===== src/cmc_params.svh =====
`ifndef CMC_PARAMS_SVH
`define CMC_PARAMS_SVH
`define CMC_CLK_HZ 100000000
`define CMC_OFF_CTRL 32'h00
`define CMC_OFF_STATUS 32'h04
`define CMC_OFF_DOFS 32'h08
`define CMC_OFF_DSPAN 32'h0c
`define CMC_OFF_GZERO 32'h10
`define CMC_OFF_GGAIN 32'h14
`define CMC_OFF_RZERO 32'h18
`define CMC_OFF_RGAIN 32'h1c
`define CMC_OFF_GFORCE 32'h20
`define CMC_OFF_RFORCE 32'h24
`define CMC_OFF_DIAL 32'h28
`define CMC_CTRL_DUAL 0
`define CMC_CTRL_ZDONE 1
`define CMC_CTRL_LOAD 2
`define CMC_RST_DOFS 16'h0000
`define CMC_RST_DSPAN 16'h8000
`define CMC_RST_GAIN 16'h4000
`define CMC_RST_ZERO 16'h0000
`define CMC_HOLD_MS 3000
`define CMC_ZCAL_MS 15000
`define CMC_REFRESH_MS 25
`define CMC_BLINK_MS 250
`define CMC_LAMP_MS 500
`define CMC_SWEEP_MS 2000
`define CMC_DEB_MS 20
`define CMC_MS_CYC (`CMC_CLK_HZ / 1000)
`define CMC_FULL 16'hffff
`define CMC_SWEEP_TOP 16'h8000
`endif


===== src/cmc_pkg.sv =====
package cmc_pkg;
    typedef enum logic [8:0] {
        CMC_LAMP = 9'h001,
        CMC_NORMAL = 9'h002,
        CMC_DZERO = 9'h004,
        CMC_DSPAN = 9'h008,
        CMC_GZERO = 9'h010,
        CMC_GGAIN = 9'h020,
        CMC_RZERO = 9'h040,
        CMC_RGAIN = 9'h080,
        CMC_ERROR = 9'h100
    } cmc_mode_t;
endpackage


===== src/cmc_calibration_menu.sv =====
`timescale 1ns/10ps
`include "cmc_params.svh"
// Behaviour
// - At power-up both LEDs light briefly, then both go off.
// - Dual variant cycles seven modes in the listed order.
// - Single variant cycles five modes, skipping the red-input modes.
// - Normal both off, dial zero both on, dial span both blink.
// - Green zero: green steady, red off; green gain: green blinks.
// - Red zero: red steady, green off; red gain: red blinks.
// - Error blinks green and red alternately, never together.
// - Menu held over three seconds in normal enters dial zero.
// - In dial zero, minus and plus lower or raise the dial offset.
// - Short menu press during calibration advances to the next mode, except while auto zero runs.
// - In dial span mode, minus and plus adjust the dial span.
// - In input zero, one minus or plus press starts auto zero, lasting 15 s.
// - Finished auto zero moves by itself to that input's gain mode.
// - In input gain, minus and plus step that input's gain.
// - Menu in the last calibration mode restarts to normal, LEDs off.
// - After power-up the dial sweeps to the 80 daN mark and back.
// - Error clears on reset or one menu press; re-raised if fault stays.
// - Passing a mode without adjustment leaves its setting unchanged.
// - Unconnected load cell enters error and drives dial to full scale.
// - Dual variant drives the dial with the larger input force.
// - The dial output is refreshed once every 25 ms.
module cmc_calibration_menu #(
    parameter int HOLD_CYC = `CMC_HOLD_MS * `CMC_MS_CYC,
    parameter int ZCAL_CYC = `CMC_ZCAL_MS * `CMC_MS_CYC,
    parameter int REFRESH_CYC = `CMC_REFRESH_MS * `CMC_MS_CYC,
    parameter int BLINK_CYC = `CMC_BLINK_MS * `CMC_MS_CYC,
    parameter int LAMP_CYC = `CMC_LAMP_MS * `CMC_MS_CYC,
    parameter int SWEEP_CYC = `CMC_SWEEP_MS * `CMC_MS_CYC,
    parameter int DEB_CYC = `CMC_DEB_MS * `CMC_MS_CYC,
    parameter logic [15:0] STEP = 16'h0010
) (
    // Clock and reset.
    input wire logic ref_clk,
    input wire logic srst,
    // APB slave.
    input wire logic psel,
    input wire logic penable,
    input wire logic pwrite,
    input wire logic [7:0] paddr,
    input wire logic [31:0] pwdata,
    output logic [31:0] prdata,
    output logic pready,
    output logic pslverr,
    // Operator buttons, active low pins.
    input wire logic menuBtn_n,
    input wire logic minusBtn_n,
    input wire logic plusBtn_n,
    // Load cell detect pins, high when a cell is present.
    input wire logic greenCellPresent,
    input wire logic redCellPresent,
    // Indicator LEDs and dial value.
    output logic greenLed,
    output logic redLed,
    output logic [15:0] dialValue,
    // Request to save calibration to non-volatile storage.
    output logic saveReq
);
    import cmc_pkg::*;

    localparam int NB = 5;
    logic [NB-1:0] pinRaw;
    logic [NB-1:0] sync1_q;
    logic [NB-1:0] sync2_q;
    logic [NB-1:0] deb_q;
    logic [NB-1:0] debPrev_q;
    logic [NB-1:0] rise;
    cmc_mode_t mode_q;
    logic dual_q;
    logic [31:0] timer_q;
    logic [31:0] blinkCnt_q;
    logic blink_q;
    logic [31:0] refresh_q;
    logic zcalBusy_q;
    logic [31:0] zcalCnt_q;
    logic [15:0] dialOfs_q;
    logic [15:0] dialSpan_q;
    logic [15:0] greenZero_q;
    logic [15:0] greenGain_q;
    logic [15:0] redZero_q;
    logic [15:0] redGain_q;
    logic [15:0] greenForce_q;
    logic [15:0] redForce_q;
    logic [15:0] sweep_q;
    logic sweepUp_q;
    logic sweepOn_q;
    logic [16:0] gNet;
    logic [16:0] rNet;
    logic [15:0] peakForce;
    logic [31:0] scaled;
    logic cellFault;
    logic menuPress;
    logic menuHeld;
    logic minusPress;
    logic plusPress;
    logic apbAcc;
    logic apbWr;
    logic zcalDone;

    assign pinRaw = {redCellPresent, greenCellPresent, ~plusBtn_n,
        ~minusBtn_n, ~menuBtn_n};

    // Both stages of every pin synchroniser.
    always_ff @(posedge ref_clk)
    begin
        if (srst)
        begin
            sync1_q <= '0;
            sync2_q <= '0;
        end
        else
        begin
            sync1_q <= pinRaw;
            sync2_q <= sync1_q;
        end
    end

    // Each input must hold a new level for DEB_CYC before it is taken.
    generate
        for (genvar i = 0; i < NB; i++)
        begin : g_deb
            logic [31:0] cnt_q;
            always_ff @(posedge ref_clk)
            begin
                if (srst)
                begin
                    cnt_q <= '0;
                    deb_q[i] <= 1'b0;
                    debPrev_q[i] <= 1'b0;
                end
                else
                begin
                    debPrev_q[i] <= deb_q[i];
                    if (sync2_q[i] == deb_q[i])
                        cnt_q <= '0;
                    else if (cnt_q >= 32'(DEB_CYC - 1))
                    begin
                        cnt_q <= '0;
                        deb_q[i] <= sync2_q[i];
                    end
                    else
                        cnt_q <= cnt_q + 32'h1;
                end
            end
            assign rise[i] = deb_q[i] & ~debPrev_q[i];
        end
    endgenerate

    // Menu presses act on release so a long hold is not also a short press.
    assign menuPress = ~deb_q[0] & debPrev_q[0] &
        (timer_q < 32'(HOLD_CYC));
    assign menuHeld = deb_q[0] && timer_q >= 32'(HOLD_CYC);
    assign minusPress = rise[1];
    assign plusPress = rise[2];
    assign cellFault = ~deb_q[3] | (dual_q & ~deb_q[4]);
    assign apbAcc = psel & penable;
    assign apbWr = apbAcc & pwrite;
    assign zcalDone = zcalBusy_q && zcalCnt_q >= 32'(ZCAL_CYC - 1);

    // Mode sequencing and the shared mode timer.
    always_ff @(posedge ref_clk)
    begin
        if (srst)
        begin
            mode_q <= CMC_LAMP;
            timer_q <= '0;
        end
        else
        begin
            timer_q <= (deb_q[0] && !debPrev_q[0]) ? 32'h0 :
                timer_q + 32'h1;
            case (mode_q)
                CMC_LAMP:
                    if (timer_q >= 32'(LAMP_CYC - 1))
                    begin
                        mode_q <= CMC_NORMAL;
                        timer_q <= '0;
                    end
                CMC_NORMAL:
                    if (cellFault && !sweepOn_q)
                        mode_q <= CMC_ERROR;
                    else if (menuHeld)
                        mode_q <= CMC_DZERO;
                CMC_DZERO:
                    if (menuPress)
                        mode_q <= CMC_DSPAN;
                CMC_DSPAN:
                    if (menuPress)
                        mode_q <= CMC_GZERO;
                CMC_GZERO:
                    if (zcalDone)
                        mode_q <= CMC_GGAIN;
                    else if (menuPress && !zcalBusy_q)
                        mode_q <= CMC_GGAIN;
                CMC_GGAIN:
                    if (menuPress)
                        mode_q <= dual_q ? CMC_RZERO : CMC_NORMAL;
                CMC_RZERO:
                    if (zcalDone)
                        mode_q <= CMC_RGAIN;
                    else if (menuPress && !zcalBusy_q)
                        mode_q <= CMC_RGAIN;
                CMC_RGAIN:
                    if (menuPress)
                        mode_q <= CMC_NORMAL;
                CMC_ERROR:
                    if (menuPress)
                        mode_q <= CMC_NORMAL;
                default:
                    mode_q <= CMC_NORMAL;
            endcase
        end
    end

    // Blink phase and automatic zero timer.
    always_ff @(posedge ref_clk)
    begin
        if (srst)
        begin
            blinkCnt_q <= '0;
            blink_q <= 1'b0;
            zcalBusy_q <= 1'b0;
            zcalCnt_q <= '0;
        end
        else
        begin
            if (blinkCnt_q >= 32'(BLINK_CYC - 1))
            begin
                blinkCnt_q <= '0;
                blink_q <= ~blink_q;
            end
            else
                blinkCnt_q <= blinkCnt_q + 32'h1;
            if (zcalDone)
                zcalBusy_q <= 1'b0;
            else if ((mode_q == CMC_GZERO || mode_q == CMC_RZERO) &&
                (minusPress || plusPress) && !zcalBusy_q)
            begin
                zcalBusy_q <= 1'b1;
                zcalCnt_q <= '0;
            end
            else if (zcalBusy_q)
                zcalCnt_q <= zcalCnt_q + 32'h1;
        end
    end

    // Mode indication on the LEDs.
    always_ff @(posedge ref_clk)
    begin
        if (srst)
        begin
            greenLed <= 1'b1;
            redLed <= 1'b1;
        end
        else
        begin
            case (mode_q)
                CMC_LAMP:
                begin
                    greenLed <= 1'b1;
                    redLed <= 1'b1;
                end
                CMC_DZERO:
                begin
                    greenLed <= 1'b1;
                    redLed <= 1'b1;
                end
                CMC_DSPAN:
                begin
                    greenLed <= blink_q;
                    redLed <= blink_q;
                end
                CMC_GZERO:
                begin
                    greenLed <= 1'b1;
                    redLed <= 1'b0;
                end
                CMC_GGAIN:
                begin
                    greenLed <= blink_q;
                    redLed <= 1'b0;
                end
                CMC_RZERO:
                begin
                    greenLed <= 1'b0;
                    redLed <= 1'b1;
                end
                CMC_RGAIN:
                begin
                    greenLed <= 1'b0;
                    redLed <= blink_q;
                end
                CMC_ERROR:
                begin
                    greenLed <= blink_q;
                    redLed <= ~blink_q;
                end
                default:
                begin
                    greenLed <= 1'b0;
                    redLed <= 1'b0;
                end
            endcase
        end
    end

    // Calibration values change only on a step or a completed zero,
    // or on a reload from storage over the bus.
    always_ff @(posedge ref_clk)
    begin
        if (srst)
        begin
            dialOfs_q <= `CMC_RST_DOFS;
            dialSpan_q <= `CMC_RST_DSPAN;
            greenZero_q <= `CMC_RST_ZERO;
            greenGain_q <= `CMC_RST_GAIN;
            redZero_q <= `CMC_RST_ZERO;
            redGain_q <= `CMC_RST_GAIN;
        end
        else
        begin
            if (apbWr && paddr == `CMC_OFF_DOFS)
                dialOfs_q <= pwdata[15:0];
            else if (mode_q == CMC_DZERO && minusPress)
                dialOfs_q <= dialOfs_q - STEP;
            else if (mode_q == CMC_DZERO && plusPress)
                dialOfs_q <= dialOfs_q + STEP;
            if (apbWr && paddr == `CMC_OFF_DSPAN)
                dialSpan_q <= pwdata[15:0];
            else if (mode_q == CMC_DSPAN && minusPress)
                dialSpan_q <= dialSpan_q - STEP;
            else if (mode_q == CMC_DSPAN && plusPress)
                dialSpan_q <= dialSpan_q + STEP;
            if (apbWr && paddr == `CMC_OFF_GZERO)
                greenZero_q <= pwdata[15:0];
            else if (zcalDone && mode_q == CMC_GZERO)
                greenZero_q <= greenForce_q;
            if (apbWr && paddr == `CMC_OFF_RZERO)
                redZero_q <= pwdata[15:0];
            else if (zcalDone && mode_q == CMC_RZERO)
                redZero_q <= redForce_q;
            if (apbWr && paddr == `CMC_OFF_GGAIN)
                greenGain_q <= pwdata[15:0];
            else if (mode_q == CMC_GGAIN && minusPress)
                greenGain_q <= greenGain_q - STEP;
            else if (mode_q == CMC_GGAIN && plusPress)
                greenGain_q <= greenGain_q + STEP;
            if (apbWr && paddr == `CMC_OFF_RGAIN)
                redGain_q <= pwdata[15:0];
            else if (mode_q == CMC_RGAIN && minusPress)
                redGain_q <= redGain_q - STEP;
            else if (mode_q == CMC_RGAIN && plusPress)
                redGain_q <= redGain_q + STEP;
        end
    end

    // Net forces, gain per input, larger result wins in dual variant, then dial scaling.
    assign gNet = {1'b0, greenForce_q} - {1'b0, greenZero_q};
    assign rNet = {1'b0, redForce_q} - {1'b0, redZero_q};
    always_comb
    begin
        logic [31:0] gs;
        logic [31:0] rs;
        logic [15:0] best;
        gs = gNet[16] ? 32'h0 : 32'(gNet[15:0]) * 32'(greenGain_q);
        rs = rNet[16] ? 32'h0 : 32'(rNet[15:0]) * 32'(redGain_q);
        best = gs[29:14];
        if (dual_q && rs[29:14] > gs[29:14])
            best = rs[29:14];
        peakForce = best;
        scaled = 32'(peakForce) * 32'(dialSpan_q);
    end

    // Power-up sweep, fault full scale and periodic dial refresh.
    always_ff @(posedge ref_clk)
    begin
        if (srst)
        begin
            sweep_q <= '0;
            sweepUp_q <= 1'b1;
            sweepOn_q <= 1'b1;
            refresh_q <= '0;
            dialValue <= '0;
        end
        else
        begin
            if (sweepOn_q && mode_q == CMC_NORMAL &&
                refresh_q >= 32'(REFRESH_CYC - 1))
            begin
                if (sweepUp_q)
                begin
                    if (sweep_q >= `CMC_SWEEP_TOP - STEP)
                        sweepUp_q <= 1'b0;
                    sweep_q <= sweep_q + STEP;
                end
                else if (sweep_q <= STEP)
                begin
                    sweep_q <= '0;
                    sweepOn_q <= 1'b0;
                end
                else
                    sweep_q <= sweep_q - STEP;
            end
            if (refresh_q >= 32'(REFRESH_CYC - 1))
            begin
                refresh_q <= '0;
                if (mode_q == CMC_ERROR)
                    dialValue <= `CMC_FULL;
                else if (sweepOn_q && mode_q == CMC_NORMAL)
                    dialValue <= sweep_q;
                else
                    dialValue <= scaled[30:15] + dialOfs_q;
            end
            else
                refresh_q <= refresh_q + 32'h1;
        end
    end

    // APB slave: zero wait states, unmapped addresses read zero with error.
    always_ff @(posedge ref_clk)
    begin
        if (srst)
        begin
            dual_q <= 1'b1;
            greenForce_q <= '0;
            redForce_q <= '0;
            saveReq <= 1'b0;
            prdata <= '0;
            pready <= 1'b0;
            pslverr <= 1'b0;
        end
        else
        begin
            saveReq <= 1'b0;
            if (zcalDone || ((mode_q == CMC_GGAIN || mode_q == CMC_RGAIN)
                && menuPress))
                saveReq <= 1'b1;
            pready <= psel & ~pready;
            pslverr <= 1'b0;
            if (psel && !pready)
            begin
                prdata <= '0;
                case (paddr)
                    `CMC_OFF_CTRL: prdata <= {31'h0, dual_q};
                    `CMC_OFF_STATUS: prdata <= {20'h0, cellFault,
                        zcalBusy_q, 1'b0, mode_q};
                    `CMC_OFF_DOFS: prdata <= {16'h0, dialOfs_q};
                    `CMC_OFF_DSPAN: prdata <= {16'h0, dialSpan_q};
                    `CMC_OFF_GZERO: prdata <= {16'h0, greenZero_q};
                    `CMC_OFF_GGAIN: prdata <= {16'h0, greenGain_q};
                    `CMC_OFF_RZERO: prdata <= {16'h0, redZero_q};
                    `CMC_OFF_RGAIN: prdata <= {16'h0, redGain_q};
                    `CMC_OFF_GFORCE: prdata <= {16'h0, greenForce_q};
                    `CMC_OFF_RFORCE: prdata <= {16'h0, redForce_q};
                    `CMC_OFF_DIAL: prdata <= {16'h0, dialValue};
                    default: pslverr <= 1'b1;
                endcase
            end
            if (apbWr)
            begin
                case (paddr)
                    `CMC_OFF_CTRL: dual_q <= pwdata[`CMC_CTRL_DUAL];
                    `CMC_OFF_GFORCE: greenForce_q <= pwdata[15:0];
                    `CMC_OFF_RFORCE: redForce_q <= pwdata[15:0];
                    default: ;
                endcase
            end
        end
    end
endmodule


===== config.mk =====
export PLATFORM = sky130hd
export DESIGN_NAME = cmc_calibration_menu
export DESIGN_NICKNAME = d
export VERILOG_FILES = /design/src/cmc_pkg.sv /design/src/cmc_calibration_menu.sv
export VERILOG_INCLUDE_DIRS = /design/src
export SDC_FILE = /design/constraint.sdc
export NUM_CORES = 2
export LEC_CHECK = 0
export ABC_AREA = 1
export BUFFER_PORTS_ARGS = -buffer_cell sky130_fd_sc_hd__buf_2
export CORE_AREA = 3 3 283 285
export DETAILED_ROUTE_END_ITERATION = 8
export DIE_AREA = 0 0 286 288
export PLACE_DENSITY = 0.81
export SLEW_MARGIN = 25
export SYNTH_ARGS = -nofsm -noshare
export SYNTH_HDL_FRONTEND = slang
export SYNTH_SLANG_ARGS = --single-unit
export TNS_END_PERCENT = 100

===== constraint.sdc =====
create_clock -name ref_clk -period 30.3 [get_ports ref_clk]
set_input_delay 6.06 -clock ref_clk [delete_from_list [all_inputs] [get_ports ref_clk]]
set_output_delay 6.06 -clock ref_clk [all_outputs]
set_load 0.02 [all_outputs]

==> impl_results.md <==
- Syn-to-layout area delta: 6.81%
- Pleak: ~25 nW
- Row count: between 100 and 150
- CP Capture Type: flip-flop
- Period utilization: between 60% and 70%
- Vias in the first global route: 44100
- DP HPWL: ~110000 um
- Worst-skew pair later-pin latency: 0.63 ns
- Final setup violation count: 0
- Seq pwr share: 40.8%
- Power Total: ~1.7 mW
- Placed cell areas: between 0.05 and 0.06 mm2
- Min Hold Slack: 0.407 ns
- Cts hold-fix bufs: 0
- Total negative slack: 0 ns
- Worst Path Required: 30.80 ns
- Final Cell Area: between 0.05 and 0.06 mm2
- Share of total power in the clock network: around 41%
- HP Start: sync1_q[2]$_SDFF_PP0_
- Primary FF master, synth: dfxtp_1
- Placement-stage worst setup slack: between 10 and 15 ns
- Cell-internal power: 1.18 mW
- Die Area: just over 0.08 mm2
- Worst Max-Slew Pin Slew: between 1 and 1.5 ns
- DIE HEIGHT: around 290 um
- First-pass GRT wire length: around 230000 um
- Drt wl/cell: approximately 19 um
- Post-route DRC: 0
- F_max: between 50 and 60 MHz
- Setup repair bufs after CTS: 0
- Largest net degree at the start of global routing: between 60 and 70
- IO Count: 103
- Via density: around 5.8
- Status: completed
- Switching Fraction: a little under a third
- Die Wd: between 200 and 300 um
- Min cycle time layout: 18.33 ns
- Most used cell, CP: nand2_1
- Sw power: ~520 uW
- FF-to-FF path depth: 79
- Root buffer cell: clkbuf_16
- Final WL: about 140000 um
- Worst min path class: flip-flop to flip-flop
- Share of cells above drive strength 1: around 4.8%
- Gate count of the mapped netlist: around 6600
- Worst path slowest cell: a21oi_2
- Crit. Startpoint: redForce_q[0]$_SDFFE_PP0P_
- # H-tree levels: 2
- Register area share after synthesis: 20.1%
- Hold Path Depth: 2
- Number of synthesized flops with an enable pin: 0
- Cell taking the most area after synthesis: fa_1
- Final clock skew: between 0.05 and 0.06 ns
- RR Startpoint: redForce_q[0]$_SDFFE_PP0P_
- Flops & latches, synth: slightly below 500
- Asr flop ratio synth: 0%
- Hold Fails Final Rpt: 0
- RSZ-0062 raised after global routing: no
- Clk sink count: slightly below 500
- Crit path launch type: flip-flop
- Reg2Reg Setup Slack: approximately 12 ns
- Power per cell area: between 30 and 40 mW/mm2
- CTS tree: yes
- CTS Buf Count: between 50 and 60
- Slew headroom: about 22%
- Hold Path Sink: sync2_q[2]$_SDFF_PP0_
- Combinational power share: roughly 18%
- Syn Area/Cell: 7.55 um2
- Starting density of the core: around 64%
- Delay of the slowest critical-path stage: between 0.5 and 0.6 ns
- Yosys top cell area share: a little under a quarter
- Max Cap Viol: 0
- Fin nets: about 7700
- Most frequent cells in the layout: inv_1, nand2_1, nor2_1
- WS Path Type: flip-flop to flip-flop
- Slew Viols, Final: 0
- Post-CTS Resized: 0
- Cell variety after synth: about 70
- CP arrival: 18.83 ns
- RD Place Congestion: about 1
- Vias: around 45000
- DRT iter0 DRCs: 4508
- CTS Buffer Depth: 3
- Ranking of synthesized cells by area: fa_1, dfxtp_1, ha_1
- Port buffer count: 70
- Synthesized area: between 0.04 and 0.05 mm2
- Clock slew at reported path FFs: 0.06 ns
- Peak supply drop: around 57 uV
- Leading cell type in the layout, fill and taps excluded: inv_1
- Initial antenna violation count: 0
- DRT Pass-1 Iters: 6
- Largest fanout on the critical path: 18
- Grt ovf: 0
- Fill count: ~6600
- Syn. warnings: 0
- Final setup margin: 11.97 ns
- Antenna fix cells: 0
- Worst r2r dst: dialValue[11]$_SDFFE_PP0N_
- Tot GR Track Use: a little over a third
- Core area: between 0.07 and 0.08 mm2
- Final ANT Viol Nets: 0
## through the flow
stage               utilization [%]  std cells
floorplan                         -       6650
global placement               65.7       7608
detailed placement             65.7       7608
CTS                            68.2       7701
global route                   68.2       7701
finish                         68.2       7701
## worst max-delay path, delay by kind of cell (launching register included)
family | cells | cell delay [ns]
compound gates | 16 | 3.50
xor+xnor | 2 | 0.55
fa+ha+maj | 18 | 8.08
buf+inv | 14 | 2.00
flops | 1 | 0.36
simple gates | 29 | 3.69
## routing by layer
metal  track usage [%]  wire length [um]  vias up
li1                  -                 -    20700
met1              46.9             56200    21100
met2              55.9             63200     2285
met3              7.02             16400      474
met4              14.7              7120        0
met5                 0                 0        -
## kinds of logic (layout without fill, tap and decap cells)
kind of cell / count (synthesis) / in the layout / synth area share (%)
DFF: 497 / 497 / 20.1
and+or+nand+nor: 2548 / 2548 / 21.8
buffers and inverters: 1490 / 1501 / 11.6
adders and majority gates: 979 / 979 / 33.5
AOI/OAI and AO/OA: 918 / 918 / 10.8
other: 1 / 88 / 0.00757
xor gates and xnor gates: 130 / 130 / 2.30
## registers in the layout (all words and copies together), names as in the netlist, 32 cells and up
name and cells:
blinkCnt_q 32, g_deb.cnt_q 160, refresh_q 32, timer_q 32, zcalCnt_q 32
## worst max path at each step
stage	slack (ns)	to	cells past startpoint
after floorplan	15.51	dialValue[12]$_SDFFE_PP0N_	86
after CTS	12.37	dialValue[13]$_SDFFE_PP0N_	80
after global placement	12.61	dialValue[13]$_SDFFE_PP0N_	80
final	11.97	dialValue[11]$_SDFFE_PP0N_	79
after global routing	10.85	dialValue[15]$_SDFFE_PP0N_	86
after detailed placement	12.47	dialValue[11]$_SDFFE_PP0N_	79
## power groups by stage
stage	registers [mW]	clock network, mW	logic (mW)
after floorplan	0.704	0	0.201
after global placement	0.708	0	0.289
after detailed placement	0.708	0	0.293
after CTS	0.694	0.713	0.296
after global routing	0.697	0.739	0.332
final	0.696	0.704	0.304
## layout make-up
cell class	instances	area, um2	area share (%)
clock buffers	70	1510	2.85
clock inverters	23	402	0.759
inverters	1305	4920	9.29
multi-input cells	4663	34300	64.7
flip-flops and latches	497	9950	18.8
well taps	1040	1300	2.46
repair buffers	103	601	1.13
## Yosys cell counts (all sizes together) (9+ instances only)
cell / number
o22ai: 50
nand3: 184
clkinv: 22
nand2: 1201
nor3b: 45
nand4: 62
clkbuf: 135
o2111ai: 9
a21oi: 361
o21a: 9
o41ai: 10
dfxtp: 497
a31oi: 63
inv: 1283
xnor2: 40
a211oi: 43
a21o: 10
buf: 50
ha: 396
fa: 583
nor4: 50
a221oi: 34
o21bai: 14
nor3: 121
o21ai: 267
nand3b: 11
nor2: 829
or2: 28
xor2: 90
No activity file was read; power rests on OpenSTA's default activity.
